===== src/ewp_pkg.sv =====
// Package: register map, reset values and filter constants of the wake-up port pair
// Functional notes
// - Two 8-bit ports, sixteen wake-capable pins
// - Pending wake-up wakes from halt and wait
// - Unclocked pin-to-request path in deep halt
// - Request when any flag and enable set
// - All sixteen sources share one request
// - Edge detection works for inputs and outputs
// - Direction: 0 input, 1 output, reset 0
// - Enable: 1 enables, 0 disables, reset 0
// - Polarity-selected edge sets flag, reset 0
// - Writing one clears the flag
// - Polarity 0 falling/pull-up, 1 rising/pull-down
// - Changing polarity may set the flag; here it does not, as both samples compare against the same pol_reg
// - Filter active only in deep halt
// - Filter oscillator starts on enabled edge
// - Three samples, two valid sets flag
// - One filter shared by enabled pins
// - Close pulses may merge into one
package ewp_pkg;
  localparam logic [7:0] EWP_PORT_J_DATA_OFS  = 8'h28;
  localparam logic [7:0] EWP_PORT_H_DATA_OFS  = 8'h29;
  localparam logic [7:0] EWP_PORT_J_DIR_OFS   = 8'h2A;
  localparam logic [7:0] EWP_PORT_H_DIR_OFS   = 8'h2B;
  localparam logic [7:0] EWP_WAKE_EN_J_OFS    = 8'h2C;
  localparam logic [7:0] EWP_WAKE_EN_H_OFS    = 8'h2D;
  localparam logic [7:0] EWP_WAKE_FLAG_J_OFS  = 8'h2E;
  localparam logic [7:0] EWP_WAKE_FLAG_H_OFS  = 8'h2F;
  localparam logic [7:0] EWP_EDGE_SEL_J_OFS   = 8'h30;
  localparam logic [7:0] EWP_EDGE_SEL_H_OFS   = 8'h31;
  localparam logic [7:0] EWP_REG_RESET        = 8'h00;
  localparam int         EWP_VOTE_SAMPLES     = 3;
  localparam logic [1:0] EWP_VOTE_NEEDED      = 2'h2;
  localparam int         EWP_FILT_DIV_DEFAULT = 4;
endpackage


===== src/ewp_port_pair.sv =====
// Wake-up port pair: two 8-bit ports, edge flags, shared filter and request
`timescale 1ns/1ps
`default_nettype none
module ewp_port_pair
  import ewp_pkg::*;
#(
  parameter int WIDTH    = 8,
  parameter int FILT_DIV = EWP_FILT_DIV_DEFAULT
)
(
  // Clock and reset
  input  wire logic              clk_sys,
  input  wire logic              rst_b,
  // Avalon-MM slave
  input  wire logic [7:0]        avs_address,
  input  wire logic              avs_read,
  input  wire logic              avs_write,
  input  wire logic [31:0]       avs_writedata,
  input  wire logic [3:0]        avs_byteenable,
  output logic      [31:0]       avs_readdata,
  output logic                   avs_waitrequest,
  // Power state
  input  wire logic              deep_halt,
  // Pins of port J
  input  wire logic [WIDTH-1:0]  pin_j_in,
  output logic      [WIDTH-1:0]  pin_j_out,
  output logic      [WIDTH-1:0]  pin_j_oe,
  output logic      [WIDTH-1:0]  pin_j_pullup,
  output logic      [WIDTH-1:0]  pin_j_pulldown,
  // Pins of port H
  input  wire logic [WIDTH-1:0]  pin_h_in,
  output logic      [WIDTH-1:0]  pin_h_out,
  output logic      [WIDTH-1:0]  pin_h_oe,
  output logic      [WIDTH-1:0]  pin_h_pullup,
  output logic      [WIDTH-1:0]  pin_h_pulldown,
  // Wake-up request
  output logic                   wake_irq,
  output logic                   wake_cpu
);

  localparam int N = 2 * WIDTH;

  typedef enum logic [1:0] {
    EWP_BUS_IDLE = 2'b00,
    EWP_BUS_ACK  = 2'b01
  } ewp_bus_t;

  typedef enum logic [1:0] {
    EWP_FLT_IDLE = 2'b00,
    EWP_FLT_RUN  = 2'b01,
    EWP_FLT_DONE = 2'b11
  } ewp_flt_t;

  // Register state, H in upper half, J in lower half
  logic [N-1:0] data_reg,  data_next;
  logic [N-1:0] dir_reg,   dir_next;
  logic [N-1:0] en_reg,    en_next;
  logic [N-1:0] flag_reg,  flag_next;
  logic [N-1:0] pol_reg,   pol_next;
  logic [31:0]  rdata_reg, rdata_next;
  ewp_bus_t     bus_reg,   bus_next;

  // Pin sampling
  logic [N-1:0] sync1_reg, sync2_reg, prev_reg;
  logic [N-1:0] pins_all;
  logic [N-1:0] lvl_eff;
  logic [N-1:0] lvl_prev;
  logic [N-1:0] edge_set;

  // Filter
  ewp_flt_t     flt_reg,   flt_next;
  logic [N-1:0] cand_reg,  cand_next;
  logic [15:0]  div_reg,   div_next;
  logic [1:0]   smp_reg,   smp_next;
  logic [1:0]   hit_reg,   hit_next;
  logic [N-1:0] filt_set;
  logic [N-1:0] async_trig;

  // Bus decode
  logic         acc;
  logic [7:0]   wbyte;
  logic         hit_h;

  assign pins_all = {pin_h_in, pin_j_in};

  // Active level, normalised: 1 means the triggering level
  assign lvl_eff  = sync2_reg ~^ pol_reg;
  assign lvl_prev = prev_reg ~^ pol_reg;

  // Edge detection works for any direction setting
  assign edge_set = deep_halt ? filt_set : (lvl_eff & ~lvl_prev);

  // Raw enabled triggering level, no clocked element in this path
  assign async_trig = (pins_all ~^ pol_reg) & en_reg;

  // Shared request for all sixteen sources
  assign wake_irq = |(flag_reg & en_reg);
  assign wake_cpu = wake_irq | (deep_halt & (|async_trig));

  // Pin drive and pull selection
  assign pin_j_out      = data_reg[WIDTH-1:0];
  assign pin_h_out      = data_reg[N-1:WIDTH];
  assign pin_j_oe       = dir_reg[WIDTH-1:0];
  assign pin_h_oe       = dir_reg[N-1:WIDTH];
  assign pin_j_pullup   = ~pol_reg[WIDTH-1:0]  & ~dir_reg[WIDTH-1:0];
  assign pin_h_pullup   = ~pol_reg[N-1:WIDTH]  & ~dir_reg[N-1:WIDTH];
  assign pin_j_pulldown = pol_reg[WIDTH-1:0]   & ~dir_reg[WIDTH-1:0];
  assign pin_h_pulldown = pol_reg[N-1:WIDTH]   & ~dir_reg[N-1:WIDTH];

  assign acc             = (bus_reg == EWP_BUS_IDLE) & (avs_read | avs_write);
  assign avs_waitrequest = (bus_reg == EWP_BUS_IDLE);
  assign avs_readdata    = rdata_reg;
  assign hit_h           = avs_address[0];
  assign wbyte           = avs_byteenable[avs_address[1:0]] ?
                           avs_writedata[{avs_address[1:0], 3'b000} +: 8] : 8'h00;

  // Pin synchroniser and previous-sample register
  always_ff @(posedge clk_sys or negedge rst_b)
  begin
    if (!rst_b)
    begin
      sync1_reg <= '0;
      sync2_reg <= '0;
      prev_reg  <= '0;
    end
    else
    begin
      sync1_reg <= pins_all;
      sync2_reg <= sync1_reg;
      prev_reg  <= sync2_reg;
    end
  end

  // Shared majority-vote filter, active only in deep halt
  always_comb
  begin
    flt_next  = flt_reg;
    cand_next = cand_reg;
    div_next  = div_reg;
    smp_next  = smp_reg;
    hit_next  = hit_reg;
    filt_set  = '0;
    case (flt_reg)
      EWP_FLT_IDLE:
      begin
        if (deep_halt && |(lvl_eff & ~lvl_prev & en_reg))
        begin
          flt_next  = EWP_FLT_RUN;
          cand_next = lvl_eff & ~lvl_prev & en_reg;
          div_next  = '0;
          smp_next  = '0;
          hit_next  = '0;
        end
      end
      EWP_FLT_RUN:
      begin
        if (!deep_halt)
          flt_next = EWP_FLT_IDLE;
        else if (div_reg == 16'(FILT_DIV - 1))
        begin
          div_next  = '0;
          // Merge late pins into the same window
          cand_next = cand_reg | (lvl_eff & en_reg);
          if (|(lvl_eff & cand_reg))
            hit_next = hit_reg + 2'h1;
          smp_next = smp_reg + 2'h1;
          if (smp_reg == 2'(EWP_VOTE_SAMPLES - 1))
            flt_next = EWP_FLT_DONE;
        end
        else
          div_next = div_reg + 16'h0001;
      end
      EWP_FLT_DONE:
      begin
        if (hit_reg >= EWP_VOTE_NEEDED)
          filt_set = cand_reg;
        flt_next  = EWP_FLT_IDLE;
        cand_next = '0;
      end
      default:
        flt_next = EWP_FLT_IDLE;
    endcase
  end

  always_ff @(posedge clk_sys or negedge rst_b)
  begin
    if (!rst_b)
    begin
      flt_reg  <= EWP_FLT_IDLE;
      cand_reg <= '0;
      div_reg  <= '0;
      smp_reg  <= '0;
      hit_reg  <= '0;
    end
    else
    begin
      flt_reg  <= flt_next;
      cand_reg <= cand_next;
      div_reg  <= div_next;
      smp_reg  <= smp_next;
      hit_reg  <= hit_next;
    end
  end

  // Register file and bus answer
  always_comb
  begin
    data_next  = data_reg;
    dir_next   = dir_reg;
    en_next    = en_reg;
    pol_next   = pol_reg;
    flag_next  = flag_reg;
    rdata_next = rdata_reg;
    bus_next   = EWP_BUS_IDLE;
    if (acc)
    begin
      bus_next   = EWP_BUS_ACK;
      rdata_next = 32'h0000_0000;
      if (avs_read)
      begin
        if (avs_address[7:1] == EWP_PORT_J_DATA_OFS[7:1])
          rdata_next = {16'h0000,
                        dir_reg[N-1:WIDTH] & data_reg[N-1:WIDTH] |
                        ~dir_reg[N-1:WIDTH] & sync2_reg[N-1:WIDTH],
                        dir_reg[WIDTH-1:0] & data_reg[WIDTH-1:0] |
                        ~dir_reg[WIDTH-1:0] & sync2_reg[WIDTH-1:0]};
        else if (avs_address[7:1] == EWP_PORT_J_DIR_OFS[7:1])
          rdata_next = {16'h0000, dir_reg};
        else if (avs_address[7:1] == EWP_WAKE_EN_J_OFS[7:1])
          rdata_next = {16'h0000, en_reg};
        else if (avs_address[7:1] == EWP_WAKE_FLAG_J_OFS[7:1])
          rdata_next = {16'h0000, flag_reg};
        else if (avs_address[7:1] == EWP_EDGE_SEL_J_OFS[7:1])
          rdata_next = {16'h0000, pol_reg};
        if (hit_h)
          rdata_next = {24'h000000, rdata_next[15:8]};
        else
          rdata_next = {24'h000000, rdata_next[7:0]};
      end
    end
    // A write takes effect only at the edge where waitrequest is sampled low
    if ((bus_reg == EWP_BUS_ACK) && avs_write && !avs_read)
    begin
      begin
        if (avs_address[7:1] == EWP_PORT_J_DATA_OFS[7:1])
          data_next[{hit_h, 3'b000} +: 8] = wbyte;
        else if (avs_address[7:1] == EWP_PORT_J_DIR_OFS[7:1])
          dir_next[{hit_h, 3'b000} +: 8] = wbyte;
        else if (avs_address[7:1] == EWP_WAKE_EN_J_OFS[7:1])
          en_next[{hit_h, 3'b000} +: 8] = wbyte;
        else if (avs_address[7:1] == EWP_WAKE_FLAG_J_OFS[7:1])
          flag_next[{hit_h, 3'b000} +: 8] = flag_reg[{hit_h, 3'b000} +: 8] & ~wbyte;
        else if (avs_address[7:1] == EWP_EDGE_SEL_J_OFS[7:1])
          pol_next[{hit_h, 3'b000} +: 8] = wbyte;
      end
    end
    // Set wins over a clearing write in the same cycle
    flag_next = flag_next | edge_set;
  end

  always_ff @(posedge clk_sys or negedge rst_b)
  begin
    if (!rst_b)
    begin
      data_reg  <= '0;
      dir_reg   <= '0;
      en_reg    <= '0;
      flag_reg  <= '0;
      pol_reg   <= '0;
      rdata_reg <= '0;
      bus_reg   <= EWP_BUS_IDLE;
    end
    else
    begin
      data_reg  <= data_next;
      dir_reg   <= dir_next;
      en_reg    <= en_next;
      flag_reg  <= flag_next;
      pol_reg   <= pol_next;
      rdata_reg <= rdata_next;
      bus_reg   <= bus_next;
    end
  end

endmodule // ewp_port_pair
`default_nettype wire


===== config.mk =====
export PLATFORM = sky130hd
export DESIGN_NAME = ewp_port_pair
export DESIGN_NICKNAME = d
export VERILOG_FILES = /design/src/ewp_pkg.sv /design/src/ewp_port_pair.sv
export SDC_FILE = /design/constraint.sdc
export NUM_CORES = 1
export LEC_CHECK = 0
export BUFFER_PORTS_ARGS = -buffer_cell sky130_fd_sc_hd__buf_2
export CAP_MARGIN = 20
export CORE_MARGIN = 2
export CORE_UTILIZATION = 35
export CTS_CLUSTER_SIZE = 14
export DETAILED_ROUTE_END_ITERATION = 7
export PLACE_DENSITY = 0.62
export SYNTH_ARGS = -nofsm -noshare
export SYNTH_HDL_FRONTEND = slang
export SYNTH_SLANG_ARGS = --single-unit

===== constraint.sdc =====
create_clock -name clk_sys -period 4.9 [get_ports clk_sys]
set_clock_uncertainty 0.1 [all_clocks]
set_input_delay 0.98 -clock clk_sys [delete_from_list [all_inputs] [get_ports clk_sys]]
set_output_delay 0.98 -clock clk_sys [all_outputs]
set_load 0.02 [all_outputs]

==> results.md, run 1 <==
* Outcome: complete, no violations
* Postcts setup bufs at 0
* Synth cell types at 63
* Net count, final at 1116
* Static Leak at ~4.6 nW
* Main combinational cell family by area after synthesis: compound AO/OA/AOI/OAI gates
* CP Capture Type: output pin
* CTS tree: built
* GRT Total Usage at 21.61%
* Post-Synth Adder-Cell Area at 0.4170%
* Die width at 164.4 µm
* DRC at 0
* Final wirelength at 28260 µm
* Flop pwr share at 47.6%
* Syn Area/Cell at 9.618 µm²
* RSZ-0062 raised after global routing: false
* CP Capture Point: wake_cpu
* Clock transition at path regs at ~0.070 ns
* CP max FO at 2
* Total chip power at 3.322 mW
* Post-synthesis compound-gate area fraction at 18.51%
* First-pass GRT wire length at between 40000 and 50000 µm
* Layout area overhead at 15.70%
* Via density at 5.506
* NetSw at between 0.9 and 1 mW
* Crit share post-route at 72.38%
* Post-Syn Instances at 936
* Synth Cell Area at approximately 0.0090 mm²
* Number of global-route vias before repair at 7266
* Num rows at 58
* Hold path depth at 0
* Proportion of layout cells with a drive suffix above 1 at between 10% and 20%
* Worst Hold Class: reg -> reg
* Relative slew slack at about two fifths
* Die height at approximately 160 µm
* Endpoints failing setup at 0
* Grt total ovfl at 0
* Max clock buf depth at 2
* IO Port Bufs at 139
* Critical Path Start Type: primary input
* DRT Pass-1 Iters at 6
* Die area at 0.02702 mm²
* Routability congestion estimate at between 0.8 and 0.9
* Reg2reg end: hit_reg[0]
* Worst slew pin tran at 0.8775 ns
* Cts repair resizes at 0
* Top_reg_cell synth: dfrtp_1
* Avg WL per Cell at 20.33 µm
* Clock power frac at a little over 40%
* Pint at roughly 2.4 mW
* Filler cells at 2449
* TritonCTS Buffers at 17
* Initial core utilization at a little over a third
* Max Cap Viol at 0
* Power Density at 318.9 mW/mm²
* Fin. Hold Viols at 0
* Synth Area in XOR/XNOR at under 10%
* # hold bufs at CTS at 0
* Root buffer cell: clkbuf_16
* Final antenna-violating net count at 0
* Register area share after synthesis at 48.64%
* Max IR drop VDD at 0.2547 mV
* Initial antenna violation count at 0
* Synth Area in Simple Gates at 17.89%
* Drt initial violations at 856
* Crit path required time at 3.82 ns
* EDFF count, synth at 0
* Top-Level Pins at ~160
* Sequential cell area at ~0.0044 mm²
* Syn. warnings at 0
* TNS Setup at 0 ns
* Clock latency on the worst-skew pair at 0.45 ns
* Number of synthesized register bits at 175
* Clock sinks at roughly 180
* Setup CP Type: in -> out
* Mux cell area share after synthesis at 5.559%
* Largest net degree at the start of global routing at 109
* Post-synth ARST share at 100.0%
* Crit. Startpoint: pin_h_in[2]
* Dpl hpwl at about 20000 µm
* Final Slew Violations at 0
* N_diodes at 0
* Multi-input gate area at 0.004185 mm²
* Vias at around 7700
* Cells on worst reg2reg path at 7
* Worst reg-to-reg setup slack at 1.65 ns
* H-tree levels at 4
* Final Critical Period at around 3.5 ns
* Fmax at approximately 0.28 GHz
* Critical Path AT at roughly 2.5 ns
* Switching share of power at between 20% and 30%
* Comb power frac at a little under an eighth
* Core region area at about 0.025 mm²
* Critical R2R Launch: pol_reg[3]
layer usage:
layer  up-vias  part of all wire (%)  global-route usage [%]  wire length (µm)
met5         -                     0                       0                 0
met3        55                   6.6                   5.048              1859
met1      3768                    45                   30.16             12590
met2       293                    46                   33.04             12990
li1       3538                     -                       -                 -
met4         0                   2.9                   7.391               817
cell usage in the layout, fill, tap and decap left out, types with 4 or more instances in the layout:
cell type  instances
o22a_1            16
nor2b_1           20
mux4_2            10
o21ai_0          125
and3_1            18
nor3_1             8
buf_2            138
nand2b_1          16
mux2i_1           23
o31ai_1            7
o211ai_1          16
dfrtp_1          175
a21oi_1           27
a22oi_1            6
xor2_1             4
nand2_1          118
inv_6              7
a31oi_1           20
a22o_1             6
xnor2_1           28
a221oi_1          16
a32o_1             7
and4b_1           14
inv_1             20
nand4_1            7
and2_1             4
conb_1            24
clkbuf_16         17
nand3_1           17
nor2_1            84
critical path: stages:
cell	delay (ns)
buf_2	0.09
xor2_1	0.21
o22ai_1	0.17
a221oi_1	0.45
nand4_1	0.18
a21o_1	0.23
buf_2	0.16
power by group through the flow:
stage	Clock (mW)	Combinational (mW)	Sequential, mW
6_report	1.36	0.386	1.58
5_1_grt	1.44	0.422	1.59
4_1_cts	1.37	0.383	1.58
3_5_place_dp	0	0.380	1.61
3_3_place_gp	0	0.373	1.60
2_1_floorplan	0	0.237	1.59
cell usage after synthesis, types with 3 or more instances:
cell type / n / area (µm²)
dfrtp_1: 175 / 4379
o21ai_0: 125 / 625.6
nand2_1: 118 / 442.9
nor2_1: 84 / 315.3
clkbuf_1: 28 / 105.1
xnor2_1: 28 / 245.2
a21oi_1: 27 / 135.1
buf_4: 25 / 187.7
mux2i_1: 23 / 230.2
a31oi_1: 20 / 125.1
inv_1: 20 / 75.07
nor2b_1: 20 / 125.1
and3_1: 18 / 112.6
nand3_1: 17 / 85.08
a221oi_1: 16 / 140.1
nand2b_1: 16 / 100.1
o211ai_1: 16 / 120.1
o22a_1: 16 / 140.1
and4b_1: 14 / 140.1
buf_2: 11 / 55.05
mux4_2: 10 / 225.2
buf_6: 8 / 90.09
nor3_1: 8 / 40.04
a32o_1: 7 / 70.07
nand4_1: 7 / 43.79
o31ai_1: 7 / 52.55
a22o_1: 6 / 52.55
a22oi_1: 6 / 45.04
and2_1: 4 / 25.02
xor2_1: 4 / 35.03
buf_1: 3 / 11.26
ha_1: 3 / 37.54
mux2_2: 3 / 33.78
nor4_1: 3 / 18.77
o221ai_1: 3 / 26.28
or3_1: 3 / 18.77
area by class of cell:
class,count,area share (%)
flip-flops and latches,175,42.04
multi-input cells,689,40.18
repair buffers,145,7.604
clock buffers,17,4.084
well taps,330,3.964
clock inverters,14,1.405
inverters,20,0.7207
through the flow:
| step | util [%] | hold slack, ns | cell area, µm² | instances | worst slack (ns) |
|---|---|---|---|---|---|
| 2_1_floorplan | - | 0.2312 | 9089 | 959 | 1.966 |
| 3_3_place_gp | 38.98 | 0.2316 | 9817 | 1358 | 1.463 |
| 3_5_place_dp | 38.98 | 0.2347 | 9817 | 1358 | 1.378 |
| 4_1_cts | 41.26 | 0.2509 | 10390 | 1389 | 1.491 |
| 5_1_grt | 41.36 | 0.2559 | 10420 | 1390 | 1.275 |
| 6_report | 41.36 | 0.2478 | 10420 | 1390 | 1.353 |
logic make-up (layout without fill, tap and decap cells):
family	count (synthesis)	after routing
AND/OR/NAND/NOR	328	328
buffers and inverters	95	196
adder cells (fa/ha/maj)	3	3
XOR/XNOR	32	32
multiplexers	37	37
flip-flops	175	175
other	1	24
AO/OA/AOI/OAI	265	265
worst min-delay path by stage:
stage | startpoint | to | slack (ns)
after floorplan | sync1_reg[0] | sync2_reg[0] | 0.23
after global placement | sync1_reg[0] | sync2_reg[0] | 0.23
after detailed placement | sync1_reg[6] | sync2_reg[6] | 0.23
after CTS | sync1_reg[3] | sync2_reg[3] | 0.25
after global routing | sync1_reg[5] | sync2_reg[5] | 0.26
final | sync1_reg[3] | sync2_reg[3] | 0.25
Note: power is estimated with default switching activity, not from simulation.
==> run 2, diff against run 1 <==
- clock period: 4.9 -> 3.6 ns (I/O delays scaled with it)
==> run 2 against run 1 <==
Against the previous run: clock power grew 37%; cell count grew 0.79%; via count grew 0.94%; utilization grew 0.25 points; global-route usage grew 0.18 points; total power grew 37%; worst hold slack lost 0.049 ns; non-clock buffer count grew 12.
==> results.md, run 2 (synthesis results as in run 1) <==
* Final core occ at 41.61%
* TNS Setup at 0 ns
* Critical Path Start Type: flop
* Routability congestion estimate at about 0.9
* Power Density at 433.0 mW/mm²
* Worst path bufs/invs at 1
* Max Cap Viol at 0
* Setup CP Type: reg -> out
* Total chip power at 4.538 mW
* Root buffer cell: clkbuf_16
* Worst path depth at 7
* Crit path required time at 2.78 ns
* Commonest cells after routing, fill and taps aside: 175 x dfrtp_1, 138 x buf_2, 125 x o21ai_0
* RSZ-0062 raised after global routing: false
* CTS tree: built
* Worst slew pin tran at 0.7566 ns
* Proportion of layout cells with a drive suffix above 1 at 19.42%
* Clock transition at path regs at 0.07 ns
* Fmax at 0.3198 GHz
* Drt initial violations at 699
* GRT Total Usage at 21.79%
* Crit-path leading delay family: compound AO/OA/AOI/OAI gates
* Initial core utilization at 35.75%
* Most common cell after layout, fill and taps aside: dfrtp_1
* Outcome: complete, no violations
* Max IR drop VDD at between 0.3 and 0.4 mV
* DRC at 0
* N_diodes at 0
* Placement Setup Slack at around 0.62 ns
* Fin. Hold Viols at 0
* Final wirelength at 28430 µm
* Die height at 164.4 µm
* Number of global-route vias before repair at 7511
* Worst setup slack after layout at 0.4728 ns
* Cells on worst reg2reg path at 7
* CP Capture Type: output pin
* Clock sinks at 175
* Num rows at 58
* Die area at 0.02702 mm²
* Fin cells at between 1000 and 1500
* CP cell instances: xnor2_1 -> nand2_1 -> o21ai_0 -> a221oi_1 -> nand4_1 -> a21o_1 -> buf_2
* Initial antenna violation count at 0
* # hold bufs at CTS at 0
* Vias at 7726
* Max clock buf depth at 2
* Critical Path AT at 2.31 ns
* Net count, final at about 1100
* Filler cells at 2476
* DP Cell Count at 1371
* Static Leak at around 4.7 nW
* WHS at 0.1985 ns
* Worst Hold Class: in -> async
* DRT Pass-1 Iters at 7
* First-pass GRT wire length at 44330 µm
* Grt total ovfl at 0
* Cts repair resizes at 0
* Worst path max stage delay at 0.59 ns
* Largest net degree at the start of global routing at 70
* Final Slew Violations at 0
* Final Critical Period at 3.127 ns
* Via density at 5.515
* IO Port Bufs at 139
* Top-Level Pins at 164
* Clock latency on the worst-skew pair at 0.44 ns
* Endpoints failing setup at 0
* Final antenna-violating net count at 0
* Cell area after layout at between 0.01 and 0.015 mm²
* Core region area at 0.02518 mm²
* Die width at 164.4 µm
* TritonCTS Buffers at 17
* Postcts setup bufs at 0
* Relative slew slack at 49.56%
* H-tree levels at 4
* Layout area overhead at 16.40%
* Crit share post-route at 86.87%
* Placed inst area at 0.009902 mm²
* CP max FO at 9
* Dpl hpwl at 20500 µm
* Avg WL per Cell at between 20 and 25 µm
* Critical path's slowest cell: dfrtp_1
[run 2: final cells by class]
class	instances	area, µm²	share of cell area, %
flip-flops and latches	175	4379	41.79
multi-input cells	689	4185	39.94
repair buffers	157	849.6	8.107
clock buffers	19	442.9	4.227
well taps	330	412.9	3.940
clock inverters	11	133.9	1.278
inverters	20	75.07	0.7164
[run 2: metal layers]
| metal | GRT usage [%] | vias up | part of all wire (%) | wire [µm] |
|---|---|---|---|---|
| met5 | 0 | - | 0 | 0 |
| met4 | 7.945 | 0 | 2.6 | 752 |
| met3 | 3.214 | 51 | 6.0 | 1711 |
| met2 | 34.04 | 288 | 47 | 13350 |
| met1 | 30.80 | 3826 | 44 | 12610 |
| li1 | - | 3561 | - | - |
[run 2: final timing paths]
path | startpoint | to | slack (ns)
min in group clk_sys | sync1_reg[8] | sync2_reg[8] | 0.25
min reg2reg | sync1_reg[8] | sync2_reg[8] | 0.25
max in group asynchronous | rst_b | en_reg[3] | 2.36
max | pol_reg[1] | wake_cpu | 0.47
max reg2reg | pol_reg[9] | hit_reg[0] | 0.60
min | rst_b | pol_reg[14] | 0.20
[run 2: power breakdown]
group	switching [mW]	total, mW	internal, mW
Combinational	0.334	0.525	0.191
Sequential	0.0930	2.15	2.06
Clock	0.821	1.86	1.04
Total	1.25	4.54	3.29
